## src/wdt_pkg.sv

```systemverilog
// Purpose: Shared constants for the postscaled watchdog
// Assumes: 100 MHz reference clock, 8-bit register port
// Notes:   Offsets index an 8-bit register file
package wdt_pkg;
    // Clock and base period
    localparam int CLK_PERIOD_PS   = 10000;
    localparam int BASE_PERIOD_MS  = 4;
    // Divide first: 4 ms in picoseconds does not fit a 32-bit int
    localparam int BASE_TICK_CYCLES =
        BASE_PERIOD_MS * (1000000000 / CLK_PERIOD_PS);
    localparam int PS_WIDTH        = 16;
    localparam int ADDR_WIDTH      = 4;
    localparam int DATA_WIDTH      = 8;

    // Register offsets
    localparam logic [3:0] CTRL_OFS = 4'h0;
    localparam logic [3:0] CFG_OFS  = 4'h1;
    localparam logic [3:0] RSTC_OFS = 4'h2;
    localparam logic [3:0] STAT_OFS = 4'h3;
    localparam logic [3:0] MASK_OFS = 4'h4;
    localparam logic [3:0] OSCF_OFS = 4'h5;

    // Field positions
    localparam int SWEN_BIT   = 0;
    localparam int CFG_EN_LSB = 0;
    localparam int CFG_PS_LSB = 2;
    localparam int TO_BIT     = 3;
    localparam int EV_TIMEOUT = 0;
    localparam int EV_CLEARED = 1;
    localparam int EV_WIDTH   = 2;
    localparam int OSCF_WIDTH = 3;

    // Enable field codes
    localparam logic [1:0] EN_ALWAYS = 2'h3;
    localparam logic [1:0] EN_SOFT   = 2'h2;
    localparam logic [1:0] EN_AWAKE  = 2'h1;
    localparam logic [1:0] EN_OFF    = 2'h0;

    // Reset values and masks
    localparam logic [7:0] CTRL_RST  = 8'h00;
    localparam logic [7:0] CFG_MASK  = 8'h3F;
    localparam logic [7:0] DATA_ZERO = 8'h00;
endpackage

```

## src/postscale_if.sv

```systemverilog
// Purpose: Carrier between watchdog control and its postscaler
// Assumes: One clock domain
// Notes:   tick is a one-cycle pulse, clr is held high while disabled, sel is a level
`timescale 1ns/1ps
interface postscale_if;
    logic       tick;   // Base period elapsed
    logic       clr;    // Clear postscaler count
    logic [3:0] sel;    // Postscale select
    logic       expire; // Selected output reached
    modport ctl (output tick, output clr, output sel, input expire);
    modport ps  (input tick, input clr, input sel, output expire);
endinterface

```

## src/wdt_postscaler.sv

```systemverilog
// Purpose: 16-bit postscaler with power-of-two output select
// Assumes: Ticks and clears arrive from the same clock domain
// Notes:   expire is a one-cycle registered pulse
`timescale 1ns/1ps
module wdt_postscaler (
    input  wire logic ref_clk_i, // 100 MHz clock
    input  wire logic rst_i,     // Synchronous reset, high
    postscale_if.ps   ps_bus     // Tick, clear and select
);
    logic [wdt_pkg::PS_WIDTH-1:0] count_ff;
    logic                         expire_ff;
    logic [wdt_pkg::PS_WIDTH-1:0] last_val;

    // Terminal count of ratio 2**sel, 1:1 up to 1:32768
    assign last_val = (wdt_pkg::PS_WIDTH)'((17'h1 << ps_bus.sel) - 17'h1);

    // Count ticks; clear beats a tick in the same cycle
    always_ff @(posedge ref_clk_i) begin
        if (rst_i || ps_bus.clr) begin
            count_ff <= '0;
        end else if (ps_bus.tick) begin
            if (count_ff == last_val) begin
                count_ff <= '0;
            end else begin
                count_ff <= count_ff + 16'h0001;
            end
        end
    end

    // Registered expiry pulse
    always_ff @(posedge ref_clk_i) begin
        if (rst_i) begin
            expire_ff <= 1'b0;
        end else begin
            expire_ff <= ps_bus.tick && !ps_bus.clr &&
                         (count_ff == last_val);
        end
    end

    assign ps_bus.expire = expire_ff;
endmodule

```

## src/watchdog_timer_postscaled.sv

```systemverilog
// Purpose: Watchdog with base tick, postscaler and register port
// Assumes: CPU strobes and config word are on ref_clk_i
// Notes:   clk_fail_i is asynchronous and is synchronised here
`timescale 1ns/1ps
module watchdog_timer_postscaled #(
    parameter int TICK_CYCLES = wdt_pkg::BASE_TICK_CYCLES
) (
    input  wire logic       ref_clk_i,     // 100 MHz clock
    input  wire logic       rst_i,         // Synchronous reset, high
    input  wire logic [3:0] addr_i,        // Register offset
    input  wire logic [7:0] wdata_i,       // Write data
    input  wire logic       we_i,          // Write strobe
    input  wire logic       re_i,          // Read strobe
    output logic      [7:0] rdata_o,       // Read data, next cycle
    input  wire logic [7:0] config_word_i, // Configuration word
    input  wire logic       clear_instr_i, // Clear instruction pulse
    input  wire logic       sleep_instr_i, // Sleep instruction pulse
    input  wire logic       sleeping_i,    // Device asleep level
    input  wire logic       clk_fail_i,    // Clock failure, async
    output logic            osc_enable_o,  // Oscillator request
    output logic            dev_reset_o,   // Device reset pulse
    output logic            wake_o,        // Wake-up pulse
    output logic            irq_o          // Interrupt level
);
    postscale_if ps_bus ();

    logic [7:0]                    ctrl_ff;
    logic [7:0]                    rdata_ff;
    logic [wdt_pkg::OSCF_WIDTH-1:0] oscf_ff;
    logic                          to_ff;
    logic [wdt_pkg::EV_WIDTH-1:0]  stat_ff;
    logic [wdt_pkg::EV_WIDTH-1:0]  mask_ff;
    logic                          en_ff;
    logic [31:0]                   div_ff;
    logic                          tick_ff;
    logic                          fail_s1_ff;
    logic                          fail_s2_ff;
    logic                          fail_s3_ff;
    logic                          reset_ff;
    logic                          wake_ff;
    logic                          irq_ff;
    logic                          fail_edge;
    logic                          freq_chg;
    logic                          clear_any;
    logic                          nxt_en;
    logic [7:0]                    nxt_rdata;
    logic [wdt_pkg::EV_WIDTH-1:0]  ev_set;
    logic [wdt_pkg::EV_WIDTH-1:0]  w1c;
    logic [1:0]                    cfg_en;
    logic [3:0]                    cfg_ps;

    // Decode of the enable field against sleep and software bit
    function automatic logic en_decode(input logic [1:0] code,
                                       input logic       swen,
                                       input logic       asleep);
        logic res;
        res = 1'b0;
        unique case (code)
            wdt_pkg::EN_ALWAYS: res = 1'b1;
            wdt_pkg::EN_SOFT:   res = swen;
            wdt_pkg::EN_AWAKE:  res = !asleep;
            wdt_pkg::EN_OFF:    res = 1'b0;
        endcase
        return res;
    endfunction

    // Address match for a strobe
    function automatic logic hit(input logic       strobe,
                                 input logic [3:0] a,
                                 input logic [3:0] ofs);
        return strobe && (a == ofs);
    endfunction

    // Configuration fields, fuse-like and static
    assign cfg_en = config_word_i[wdt_pkg::CFG_EN_LSB +: 2];
    assign cfg_ps = config_word_i[wdt_pkg::CFG_PS_LSB +: 4];

    // Clock failure pin: two flops, then an edge stage
    always_ff @(posedge ref_clk_i) begin
        if (rst_i) begin
            fail_s1_ff <= 1'b0;
            fail_s2_ff <= 1'b0;
            fail_s3_ff <= 1'b0;
        end else begin
            fail_s1_ff <= clk_fail_i;
            fail_s2_ff <= fail_s1_ff;
            fail_s3_ff <= fail_s2_ff;
        end
    end

    assign fail_edge = fail_s2_ff && !fail_s3_ff;

    // Frequency select change, only a different value counts
    assign freq_chg = hit(we_i, addr_i, wdt_pkg::OSCF_OFS) &&
                      (wdata_i[wdt_pkg::OSCF_WIDTH-1:0] != oscf_ff);

    // All counter clear sources; a disabled watchdog also rests at zero
    assign clear_any = clear_instr_i || sleep_instr_i
                     || freq_chg
                     || fail_edge
                     || !en_ff;

    assign nxt_en = en_decode(cfg_en, ctrl_ff[wdt_pkg::SWEN_BIT],
                              sleeping_i);

    // Enable state, which also requests the oscillator
    always_ff @(posedge ref_clk_i) begin
        if (rst_i) begin
            en_ff <= 1'b0;
        end else begin
            en_ff <= nxt_en;
        end
    end

    // Control register, only the software enable bit is stored
    always_ff @(posedge ref_clk_i) begin
        if (rst_i) begin
            ctrl_ff <= wdt_pkg::CTRL_RST;
        end else if (hit(we_i, addr_i, wdt_pkg::CTRL_OFS)) begin
            ctrl_ff <= {7'h00, wdata_i[wdt_pkg::SWEN_BIT]};
        end
    end

    // Oscillator frequency select register
    always_ff @(posedge ref_clk_i) begin
        if (rst_i) begin
            oscf_ff <= '0;
        end else if (hit(we_i, addr_i, wdt_pkg::OSCF_OFS)) begin
            oscf_ff <= wdata_i[wdt_pkg::OSCF_WIDTH-1:0];
        end
    end

    // Base period divider standing in for the slow oscillator;
    // it only runs while the oscillator is requested
    always_ff @(posedge ref_clk_i) begin
        if (rst_i || clear_any) begin
            div_ff  <= '0;
            tick_ff <= 1'b0;
        end else if (div_ff == 32'(TICK_CYCLES - 1)) begin
            div_ff  <= '0;
            tick_ff <= 1'b1;
        end else begin
            div_ff  <= div_ff + 32'h00000001;
            tick_ff <= 1'b0;
        end
    end

    // Postscaler connection; 15 doublings of 4 ms reach 131.072 s
    assign ps_bus.tick = tick_ff;
    assign ps_bus.clr  = clear_any;
    assign ps_bus.sel  = cfg_ps;

    wdt_postscaler u_postscaler (
        .ref_clk_i (ref_clk_i),
        .rst_i     (rst_i),
        .ps_bus    (ps_bus)
    );

    // Expiry action: reset when running, wake when asleep
    always_ff @(posedge ref_clk_i) begin
        if (rst_i) begin
            reset_ff <= 1'b0;
            wake_ff  <= 1'b0;
        end else begin
            reset_ff <= ps_bus.expire && !sleeping_i;
            wake_ff  <= ps_bus.expire && sleeping_i;
        end
    end

    // Timeout flag, active low; expiry beats a clear instruction
    always_ff @(posedge ref_clk_i) begin
        if (rst_i) begin
            to_ff <= 1'b1;
        end else if (ps_bus.expire) begin
            to_ff <= 1'b0;
        end else if (clear_instr_i || sleep_instr_i) begin
            to_ff <= 1'b1;
        end
    end

    // Sticky events; a new event wins over a write-one clear
    assign ev_set[wdt_pkg::EV_TIMEOUT] = ps_bus.expire;
    assign ev_set[wdt_pkg::EV_CLEARED] = clear_instr_i || freq_chg ||
                                         fail_edge;
    assign w1c = hit(we_i, addr_i, wdt_pkg::STAT_OFS) ?
                 wdata_i[wdt_pkg::EV_WIDTH-1:0] : '0;

    always_ff @(posedge ref_clk_i) begin
        if (rst_i) begin
            stat_ff <= '0;
        end else begin
            stat_ff <= (stat_ff & ~w1c) | ev_set;
        end
    end

    // Interrupt mask register
    always_ff @(posedge ref_clk_i) begin
        if (rst_i) begin
            mask_ff <= '0;
        end else if (hit(we_i, addr_i, wdt_pkg::MASK_OFS)) begin
            mask_ff <= wdata_i[wdt_pkg::EV_WIDTH-1:0];
        end
    end

    // Interrupt level; one cycle behind status, kept registered
    always_ff @(posedge ref_clk_i) begin
        if (rst_i) begin
            irq_ff <= 1'b0;
        end else begin
            irq_ff <= |(stat_ff & mask_ff);
        end
    end

    // Read multiplexer; unmapped offsets read as zero
    always_comb begin
        nxt_rdata = wdt_pkg::DATA_ZERO;
        unique case (addr_i)
            wdt_pkg::CTRL_OFS: nxt_rdata = ctrl_ff;
            wdt_pkg::CFG_OFS:  nxt_rdata = config_word_i & wdt_pkg::CFG_MASK;
            wdt_pkg::RSTC_OFS: nxt_rdata[wdt_pkg::TO_BIT] = to_ff;
            wdt_pkg::STAT_OFS: nxt_rdata = {6'h00, stat_ff};
            wdt_pkg::MASK_OFS: nxt_rdata = {6'h00, mask_ff};
            wdt_pkg::OSCF_OFS: nxt_rdata = {5'h00, oscf_ff};
            default:           nxt_rdata = wdt_pkg::DATA_ZERO;
        endcase
    end

    // Read data stand only in the cycle after the strobe
    always_ff @(posedge ref_clk_i) begin
        if (rst_i) begin
            rdata_ff <= wdt_pkg::DATA_ZERO;
        end else if (re_i) begin
            rdata_ff <= nxt_rdata;
        end else begin
            rdata_ff <= wdt_pkg::DATA_ZERO;
        end
    end

    assign rdata_o      = rdata_ff;
    assign osc_enable_o = en_ff;
    assign dev_reset_o  = reset_ff;
    assign wake_o       = wake_ff;
    assign irq_o        = irq_ff;
endmodule

```

## config.mk

```make
export PLATFORM = sky130hd
export DESIGN_NAME = watchdog_timer_postscaled
export DESIGN_NICKNAME = d
export VERILOG_FILES = /design/src/wdt_pkg.sv /design/src/postscale_if.sv /design/src/wdt_postscaler.sv /design/src/watchdog_timer_postscaled.sv
export SDC_FILE = /design/constraint.sdc
export NUM_CORES = 1
export LEC_CHECK = 0
export BUFFER_PORTS_ARGS = -buffer_cell sky130_fd_sc_hd__buf_4
export CELL_PAD_IN_SITES_DETAIL_PLACEMENT = 0
export CELL_PAD_IN_SITES_GLOBAL_PLACEMENT = 1
export CORE_MARGIN = 8
export CORE_UTILIZATION = 45
export CTS_BUF_LIST = sky130_fd_sc_hd__clkbuf_8
export DETAILED_ROUTE_END_ITERATION = 12
export PLACE_DENSITY_LB_ADDON = 0.1
export RECOVER_POWER = 50
export SETUP_SLACK_MARGIN = 0.15
export SLEW_MARGIN = 20
export SYNTH_ARGS = -nofsm -noshare
export SYNTH_HDL_FRONTEND = slang
export SYNTH_SLANG_ARGS = --single-unit
```

## constraint.sdc

```tcl
create_clock -name ref_clk_i -period 5.55 [get_ports ref_clk_i]
set_clock_uncertainty 0.05 [all_clocks]
set_input_delay 1.11 -clock ref_clk_i [delete_from_list [all_inputs] [get_ports ref_clk_i]]
set_output_delay 1.11 -clock ref_clk_i [all_outputs]
set_load 0.005 [all_outputs]
```

Yosys cells after proc, flatten, opt, wreduce, memory -nomap -nowiden
Cells that the tools add are included.
Widths: inputs -> output; s select.
{ "totals": {"regBits": 74, "in_bits": 28, "out_inout_bits": 12, "elab_cells": 75} }
{ "classes": {"n_addsub": 3, "eq_ne": 11, "n_shift": 1, "n_mux": 8, "bitwise": 6, "n_reduce_logical": 28} }
{ "ops": {"columns": ["operator", "n"], "rows": [
  ["$add 32x1->32 const B", 1],
  ["$eq 32x19->1 const B", 1],
  ["$add 16x1->16 const B", 1],
  ["$eq 16x16->1", 1],
  ["$mux 16", 1],
  ["$shl 1x4->16 const A", 1],
  ["$sub 16x1->16 const B", 1],
  ["$pmux 3 s5", 1],
  ["$logic_and 1x1->1", 10],
  ["$eq 4x2->1 const B", 2],
  ["$eq 4x3->1 const B", 2],
  ["$logic_or 1x1->1", 7],
  ["$reduce_or 2->1", 3],
  ["$and 2x2->2", 2],
  ["$eq 2x2->1 const B", 2],
  ["$eq 4x1->1 const B", 1],
  ["$logic_not 1->1", 4],
  ["$logic_not 4->1", 1],
  ["$pmux 1 s4", 1],
  ["$mux 1", 3],
  ["$ne 3x3->1", 1],
  ["$reduce_or 3->1", 1],
  ["$eq 2x1->1 const B", 1],
  ["$logic_not 2->1", 1],
  ["6 further kinds", 7]
]} }

Depth between registers and ports, before layout
Gate-level depths: netlist (run 1).
{ "logic_depth": {"word_depth": 9, "depth_mapped": 14, "ltp_nobuf": 9} }

Hierarchy
Synthesis (run 1) repeated with hierarchy kept, for this count alone.
{ "unflattened": {"cells_unflattened": 464, "hier_area_um2": 3862.5} }
{ "modules_own_cells": {"columns": ["module", "instances", "cells_each", "area_each_um2", "seq_area_each_um2"], "rows": [
  ["watchdog_timer_postscaled", 1, 277, 2466.1, 1101.1],
  ["wdt_postscaler", 1, 187, 1396.3, 340.3]
]} }

Least setup slack after synthesis (run 1)
No wires, ideal clock.
{ "synth_timing": {"path_kind": "input to register", "startpoint": "input port config_word_i[5]", "endpoint": "register u_postscaler.count_ff[7] (netlist bit)", "setup_time_ps": 118, "t_arrival_ps": 3492, "t_required_ps": 5382, "slack_ps": 1890, "cell_stages": 14, "n_path_buf": 6, "path_cell_list": "buf_2 buf_2 buf_2 nand3b_1 ha_1 buf_2 buf_2 nand2_1 o221a_2 a21oi_1 nand4_1 nor4_4 buf_6 nor3_1"} }
{ "synth_between": {"elab_chain_cells": 4} }
{ "synth_lines": {"columns": ["element", "line", "rtl"], "rows": [
  ["start: declaration", "watchdog_timer_postscaled.sv:15", "input wire logic [7:0] config_word_i,"],
  ["$shl 1x4->16", "wdt_postscaler.sv:15", "assign last_val = (wdt_pkg::PS_WIDTH)'((17'h1 << ps_bus.sel) - 17'h1);"],
  ["$sub 16x1->16", "wdt_postscaler.sv:15", null],
  ["$eq 16x16->1", "wdt_postscaler.sv:22", "if (count_ff == last_val) begin"],
  ["$mux 16", "wdt_postscaler.sv:22", null],
  ["end signal: assignment", "wdt_postscaler.sv:25", "count_ff <= count_ff + 16'h0001;"],
  ["end: declaration", "wdt_postscaler.sv:10", "logic [wdt_pkg::PS_WIDTH-1:0] count_ff;"]
]} }
Every way passes these cells.
A chain may end at the register's enable or synchronous reset.

Final worst setup path (run 1)
{ "layout_timing": {"startpoint": "input port we_i", "endpoint": "register u_postscaler.count_ff[5] (netlist bit)"} }
{ "layout_between": {"elab_chain_cells": 6} }
{ "layout_lines": {"columns": ["element", "line", "rtl"], "rows": [
  ["start: declaration", "watchdog_timer_postscaled.sv:12", "input wire logic we_i,"],
  ["$logic_and 1x1->1", "watchdog_timer_postscaled.sv:71", "return strobe && (a == ofs);"],
  ["$logic_and 1x1->1", "watchdog_timer_postscaled.sv:94", "assign freq_chg = hit(we_i, addr_i, wdt_pkg::OSCF_OFS) &&"],
  ["$logic_or 1x1->1", "watchdog_timer_postscaled.sv:99", "|| freq_chg"],
  ["$logic_or 1x1->1", "watchdog_timer_postscaled.sv:100", "|| fail_edge"],
  ["$logic_or 1x1->1", "watchdog_timer_postscaled.sv:101", "|| !en_ff;"],
  ["$logic_or 1x1->1", "wdt_postscaler.sv:19", "if (rst_i || ps_bus.clr) begin"]
]} }
Every way passes these cells.

==> impl_metrics.toml, run 1 <==
[outcome]
status = "finished, violations left"
failed_checks = "max-capacitance violations, max-slew violations"

[finish]
layout_commonest_cell = "dfxtp_1"
final_cell_mix = "72 x dfxtp_1, 64 x nor2_1, 36 x nand2_1"
nets = 500
drive_gt1_share_pct = 12.7
area_growth_pct = 10.1
diodes = 0
design_area_sq_um = 4220

[clocking]
cts_hold_buffers = 0
insertion_delay_ps = 350
cts_root_buf = "clkbuf_8"
post-cts-setup-buffers = 0
cts_max_path_buffers = 2
clk_pin_slew_ps = 80
clock_sinks = 72
cts_buffers = 9
cts_tree = "built"
cts_resized = 0
cts-htree-levels = 3

[routing]
wl_microns = 8340
routed_via_density = 5.46
ant_nets = 0
drc_errors = 0
drt-pass1-iter-count = 4
drt_iter0_markers = 103
routedWlPerCell_microns = 14.4
via_count = 3161

[worst_setup_path]
crit_path_start_kind = "primary input"
endpoint_kind = "flop"
path_class = "primary input to flop"
ff2ff_setup_slack_ps = 2090
cp_max_fo = 16
arrival_ps = 4390
cp.required_ps = 5760

[synthesis]
ys_warn_count = 0
synthTopCellsByArea = "dfxtp_1 38%, xnor2_1 7.5%, nor2_1 6.3%"
synthCells = 452
synth_area_sq_um = 3830
synth_top_area_share_pct = 37.6
ys_seq_area_share_pct = 37.6
synth_flop_cell = "dfxtp_1"
synth.avg_cell_area_sq_um = 8.48
yosysTopAreaCell = "dfxtp_1"
async_reset_ff_share_pct = 0
ys_ff_latch = 72
ys_types = 62
synth_edf_count = 0

[sta]
setup_violations = 0
fmax_mhz = 239
fin_setup_tns_ps = 0
fin_crit_sh_pct = 75.3
tightest_slew_ps = 1610
finalHoldViolations = 0
period_minus_slack_ps = 4180
rsz0062_at_grt = "no"
drv_slew = 9
max_slew_margin_pct = -8.70

[global_route]
grt_max_degree = 31
track_usage_pct = 14.9
antenna_found_initial = 0
grt_pass1_wl_microns = 14200
grt_pass1_vias = 3036
grt-ovfl-total = 0

[power]
p_leak_nw = 1.41
vdd_drop_max_mv = 0.139
power_density_nw_per_um2 = 237

[floorplan]
die_h_microns = 108
fp-row-count = 33
pin_count = 40
die_x_microns = 108
core_sq_um = 8260
start_util_pct = 46.4
die-area_sq_um = 11700

[place]
numPortBuffers = 30
gp_congestion = 0.821
dpl_cell_area_sq_um = 4050
hpwl_microns = 5850

[hold_path]
hp-class = "flop to flop"

[run]
maxCapViolCount = 1
[state kept, by name, indices dropped and copies added (netlist names)]
register                    flops
div_ff                         32
u_postscaler.count_ff          16
rdata_o                         6
oscf_ff                         3
mask_ff                         2
stat_ff                         2
ctrl_ff                         1
dev_reset_o                     1
fail_s1_ff                      1
fail_s2_ff                      1
fail_s3_ff                      1
irq_o                           1
osc_enable_o                    1
ps_bus.tick                     1
to_ff                           1
u_postscaler.ps_bus.expire      1
wake_o                          1
[power by group]
group | leakage, nW | internal, mW | total (mW) | switching, mW
combinational | 0.731 | 0.0310 | 0.0712 | 0.0403
sequential | 0.581 | 0.519 | 0.521 | 0.00183
clock | 0.101 | 0.208 | 0.410 | 0.202
[kinds of logic after synthesis]
group | synth area share, %
compound gates | 8.16
xor+xnor | 12.3
fa+ha+maj | 0.979
buf+inv | 5.02
flops | 37.6
mux | 2.94
other cells | 0.0978
simple gates | 32.9
[cells in the mapped netlist, drive strengths merged, types with 2 or more instances]
cell type / n
nor4b: 4
and2: 4
clkbuf: 8
mux2: 2
nand2b: 7
and3b: 3
a211o: 2
nand2: 37
and3: 12
mux2i: 9
nor4: 11
o211ai: 5
nand4: 17
xnor2: 33
nor4bb: 3
xor2: 21
buf: 18
a21oi: 9
o21a: 3
nand3: 16
and4: 2
inv: 10
ha: 3
a22oi: 2
nor2: 64
or2: 2
nor3b: 2
nor2b: 9
nand3b: 2
dfxtp: 72
o21ai: 8
a31oi: 3
nor3: 31
[per-stage QoR]
step           worst slack (ps)  instances  hold slack, ps  utilization (%)  total power, mW
2_1_floorplan              1890        453             364                -            0.585
3_3_place_gp               1510        563             377             49.0            0.605
3_5_place_dp               1460        563             380             49.0            0.606
4_1_cts                    1830        579             406             51.4             1.02
5_1_grt                     993        579             418             51.1             1.05
6_report                   1370        579             402             51.1             1.00
[layout make-up]
type	count	area (sq um)
Clock inverter	7	72.6
Clock buffer	9	124
Inverter	10	37.5
Sequential cell	72	1440
Multi-Input combinational cell	345	2190
Tap cell	105	131
Timing Repair Buffer	31	225
Fill cell	834	4040
[metal layers]
metal | wire, microns | vias up | GRT usage, %
met2 | 3770 | 61 | 23.4
met4 | 76 | 0 | 3.71
met3 | 388 | 8 | 4.58
li1 | - | 1606 | -
met5 | 0 | - | 0
met1 | 4110 | 1486 | 19.4
[worst max-delay path, cell delays in order]
cell      delay [ps]
clkbuf_4         100
nor2b_1          180
and3_1           270
a221o_1          340
nor4b_1         1280
inv_1            750
nor3_1           340
[worst paths after layout]
check | startpoint | end | cells past startpoint
worst max-delay path | we_i | u_postscaler.count_ff[5] | 7
worst min-delay path | fail_s1_ff | fail_s2_ff | 1
worst max register to register | oscf_ff[0] | u_postscaler.count_ff[5] | 6
worst min register to register | fail_s1_ff | fail_s2_ff | 1
(Power assumes the default switching activity.)
==> inputs of run 2 (changes only) <==
Settings changed: ABC_AREA set to 1, CORE_UTILIZATION 45 to 44.
Clock period 5.55 ns to 4 ns, I/O delays scaled along.
==> impl_metrics.toml, run 2 <==
[outcome]
status = "finished, violations left"
failed_checks = "max-capacitance violations, max-slew violations"

[finish]
layout_commonest_cell = "nand2_1"
drive_gt1_share_pct = 14.4
diodes = 0
area_growth_pct = 11.7
nets = 653
largest_reg_flops = 32
largest-register = "div_ff"
final_cell_mix = "124 x nand2_1, 83 x nor2_1, 75 x inv_1"

[clocking]
post-cts-setup-buffers = 0
clock_sinks = 72
cts_tree = "built"
cts-htree-levels = 3
cts_hold_buffers = 0
insertion_delay_ps = 350
clk_pin_slew_ps = 80
cts_max_path_buffers = 2
cts_resized = 0
cts_root_buf = "clkbuf_8"
cts_buffers = 9

[synthesis]
synthAdderAreaFrac_pct = 0.919
synth_mux_area_share_pct = 0
synthCells = 592
synth-compound-area-share_pct = 7.05
synth_top_family_by_area = "simple AND/OR/NAND/NOR gates"
synth_edf_count = 0
synth_area_sq_um = 4080
synthXorXnorAreaFrac_pct = 6.65
synth.avg_cell_area_sq_um = 6.90
synth_top_area_share_pct = 35.3
async_reset_ff_share_pct = 0
synthTopCellsByArea = "dfxtp_1 35%, nand2_1 11%, nor2_1 7.6%"
yosysTopAreaCell = "dfxtp_1"
synthSimpleGateAreaFrac_pct = 40.0
ys_types = 42
synthTopCellsByCount = "124 x nand2_1, 83 x nor2_1, 75 x inv_1"
synth_flop_cell = "dfxtp_1"
ys_ff_latch = 72
ys_warn_count = 0
ys_seq_area_share_pct = 35.3
synth_most_common_cell = "nand2_1"

[routing]
drt_iter0_markers = 163
via_count = 3685
ant_nets = 0
routedWlPerCell_microns = 13.2
drc_errors = 0
wl_microns = 9750
routed_via_density = 4.99
drt-pass1-iter-count = 4

[global_route]
track_usage_pct = 16.2
grt_max_degree = 32
grt-ovfl-total = 0
grt_pass1_wl_microns = 16800
antenna_found_initial = 0
grt_pass1_vias = 3572

[worst_setup_path]
r2r-start = "div_ff[0]"
crit_path_cell_trace = "clkbuf_1, nor2_1, nand3_1, nor2_1, nand2_1, nand4_1, inv_1, nand2_1, clkbuf_1, a21oi_1"
worstSetupStartpoint = "addr_i[1]"
cp_slowest_cell = "clkbuf_1"
arrival_ps = 3190
endpoint_kind = "flop"
max_stage_delay_ps = 1120
critPathBufInv = 3
cp_max_fo = 31
crit_path_start_kind = "primary input"
path_class = "primary input to flop"
path_delay_family = "buffers and inverters"
cp.required_ps = 4110

[floorplan]
die-area_sq_um = 12600
start_util_pct = 44.8
die_x_microns = 112
fp-row-count = 35
pin_count = 40
core_sq_um = 9110
die_h_microns = 112

[run]
maxCapViolCount = 1

[sta]
holdWs_ps = 358
fmax_mhz = 324
fin_crit_sh_pct = 77.1
max_slew_margin_pct = -2.72
tightest_slew_ps = 1540
finalHoldViolations = 0
period_minus_slack_ps = 3080
setup_violations = 0
fin_setup_tns_ps = 0
rsz0062_at_grt = "no"
drv_slew = 32

[power]
power_density_nw_per_um2 = 329
p_leak_nw = 1.66
vdd_drop_max_mv = 0.141

[hold_path]
min-delay-start = "fail_s1_ff"
hp-class = "flop to flop"

[place]
hpwl_microns = 7590
gp_congestion = 0.829
numPortBuffers = 30
-- run 2: changes by cell type in the layout (fill, tap and decap cells not counted), moves of 8 or more --
cell	previous run	this run
nand2_1	36	124
inv_1	11	75
nand3_1	16	46
xnor2_1	33	12
nor2_1	64	83
a21oi_1	9	24
nor2_2	0	15
and3_1	12	1
mux2i_1	9	0
o21ai_0	7	16
nor2b_1	8	0
nor3_1	24	16
-- run 2: logic make-up (layout without fill, tap and decap cells) --
kind of cell             Yosys count  after routing
AND/OR/NAND/NOR                  341            341
other                              1              2
buffers and inverters             93            127
AO/OA/AOI/OAI                     51             51
XOR/XNOR                          31             31
flip-flops                        72             72
adder cells (fa/ha/maj)            3              3
-- run 2: worst reg2reg max path: stages, from the launching register on --
cell	delay (ps)
dfxtp_1	360
ha_1	210
nand3_2	170
nor2_4	210
nand4_1	170
nand2_1	100
clkbuf_1	1120
a21oi_1	100
-- run 2: path summary, 6_finish.rpt --
check | endpoint | slack, ps | depth (start not counted)
worst max-delay path | div_ff[16] | 920 | 10
worst min-delay path | fail_s2_ff | 360 | 2
worst min register to register | fail_s2_ff | 360 | 2
worst max register to register | div_ff[16] | 1320 | 7
-- run 2: where the power goes --
| part | internal [mW] | switching [mW] |
|---|---|---|
| logic | 0.0391 | 0.0685 |
| clock network | 0.358 | 0.311 |
| registers | 0.721 | 0.00188 |
-- run 2: cell type report --
cell class | instances | area [sq um]
fillers | 953 | 4550
repair buffers | 31 | 214
inverters | 80 | 303
flip-flops and latches | 72 | 1440
well taps | 111 | 139
multi-input cells | 428 | 2240
clock buffers | 9 | 124
clock inverters | 7 | 103
-- run 2: per-layer routing --
layer	global-route usage, %	wire length (microns)	vias up	share of wire, %
met5	0	0	-	0
met2	28.8	4730	52	48
li1	-	-	1949	-
met3	3.44	343	14	3.5
met1	18.9	4510	1670	46
met4	5.49	169	0	1.7
-- run 2: stage by stage --
step | std cells | total power [mW] | area (sq um) | worst slack, ps | utilization, %
after floorplan | 593 | 0.815 | 4090 | 1400 | -
after global placement | 722 | 0.847 | 4350 | 1060 | 47.8
after detailed placement | 722 | 0.848 | 4350 | 990 | 47.8
after CTS | 738 | 1.52 | 4580 | 1380 | 50.3
after global routing | 738 | 1.56 | 4560 | 613 | 50.1
final | 738 | 1.50 | 4560 | 917 | 50.1
==> inputs of run 3 (changes only) <==
Clock period 4 ns to 2.85 ns, I/O delays scaled along.
==> impl_metrics.toml, run 3 (synthesis results as in run 2) <==
[finish]
final_cell_mix = "124 x nand2_1, 84 x nor2_1, 75 x inv_1"
layout_commonest_cell = "nand2_1"
fin_util_pct = 50.2
diodes = 0
area_growth_pct = 12.1
largest-register = "div_ff"
drive_gt1_share_pct = 14.5
largest_reg_flops = 32
nets = 654

[clocking]
cts-htree-levels = 3
clock_sinks = 72
cts_root_buf = "clkbuf_8"
cts_max_path_buffers = 2
insertion_delay_ps = 360
clk_pin_slew_ps = 90
cts_tree = "built"
post-cts-setup-buffers = 0
cts_buffers = 9
cts_hold_buffers = 0
cts_resized = 0

[sta]
period_minus_slack_ps = 2370
setup_violations = 0
fin_ws_ps = 484
finalHoldViolations = 0
drv_slew = 0
fin_setup_tns_ps = 0
fin_crit_sh_pct = 83.0
max_slew_margin_pct = 54.0
rsz0062_at_grt = "no"
fmax_mhz = 423
holdWs_ps = 326
tightest_slew_ps = 690

[global_route]
grt_max_degree = 32
track_usage_pct = 16.0
antenna_found_initial = 0
grt_pass1_vias = 3551
grt-ovfl-total = 0
grt_pass1_wl_microns = 16600

[floorplan]
core_sq_um = 9110
pin_count = 40
die_h_microns = 112
die-area_sq_um = 12600
start_util_pct = 44.8
die_x_microns = 112
fp-row-count = 35

[power]
power_density_nw_per_um2 = 466
vdd_drop_max_mv = 0.199
p_leak_nw = 1.67

[place]
numPortBuffers = 30
hpwl_microns = 7630
post-place-ws_ps = 145
gp_congestion = 0.838

[run]
maxCapViolCount = 0

[routing]
drt_iter0_markers = 154
routed_via_density = 4.98
drt-pass1-iter-count = 4
via_count = 3679
routedWlPerCell_microns = 13.0
drc_errors = 0
wl_microns = 9610
ant_nets = 0

[worst_setup_path]
cp.required_ps = 3050
cp_max_fo = 15
endpoint_kind = "flop"
arrival_ps = 2560
path_class = "primary input to flop"
crit_path_start_kind = "primary input"

[outcome]
status = "finished, final reports clean"

[hold_path]
hp-class = "primary input to flop"
## run 3: cell count changes in the layout (fill, tap and decap cells not counted)
| cell | previous run | this run |
|---|---|---|
| clkinv_4 | 2 | 0 |
| clkbuf_8 | 9 | 10 |
| clkbuf_2 | 0 | 1 |
| nor2_2 | 15 | 14 |
| nor2_1 | 83 | 84 |
| clkbuf_1 | 5 | 4 |
| inv_8 | 0 | 1 |
| buf_4 | 17 | 18 |
| clkinvlp_4 | 1 | 0 |
| inv_6 | 2 | 3 |
## run 3: cell type report
class / count / area [sq um]
clock buffers: 10 / 138
clock inverters: 6 / 97.6
fillers: 921 / 4530
inverters: 80 / 303
multi-input cells: 428 / 2240
flip-flops and latches: 72 / 1440
well taps: 111 / 139
repair buffers: 32 / 223
## run 3: path summary, 6_finish.rpt
kind                         endpoint  slack (ps)             start  depth (start not counted)
min                       dev_reset_o         330        sleeping_i                          2
min reg2reg                fail_s2_ff         360        fail_s1_ff                          2
max          u_postscaler.count_ff[5]         480  config_word_i[5]                         15
max reg2reg                div_ff[26]         780         div_ff[6]                          8
## run 3: stage by stage
| step | power (mW) | instance area, sq um | instances |
|---|---|---|---|
| floorplan | 1.14 | 4090 | 593 |
| global placement | 1.19 | 4370 | 723 |
| detailed placement | 1.19 | 4370 | 723 |
| CTS | 2.16 | 4610 | 739 |
| global route | 2.22 | 4580 | 739 |
| finish | 2.13 | 4580 | 739 |
## run 3: per-layer routing
metal	vias to the layer above	wire length, microns	global-route usage, %
li1	1955	-	-
met1	1654	4480	18.8
met2	55	4590	27.9
met3	15	338	3.06
met4	0	205	6.47
met5	-	0	0
## run 3: power by group
part / internal (mW) / switching (mW)
combinational: 0.0559 / 0.0958
clock: 0.533 / 0.434
sequential: 1.01 / 0.00264
total: 1.60 / 0.532
## run 3: worst max-delay path, cell delays in order
cell and delay (ps):
buf_4 180, nor2_8 90, nand3_1 90, ha_1 310
inv_1 130, a21oi_4 200, nand2_1 100, nand2_1 80
inv_1 50, nor2_2 130, nand2_1 80, nor2_2 160
nand3_2 110, nand2_4 210, nor2_1 60
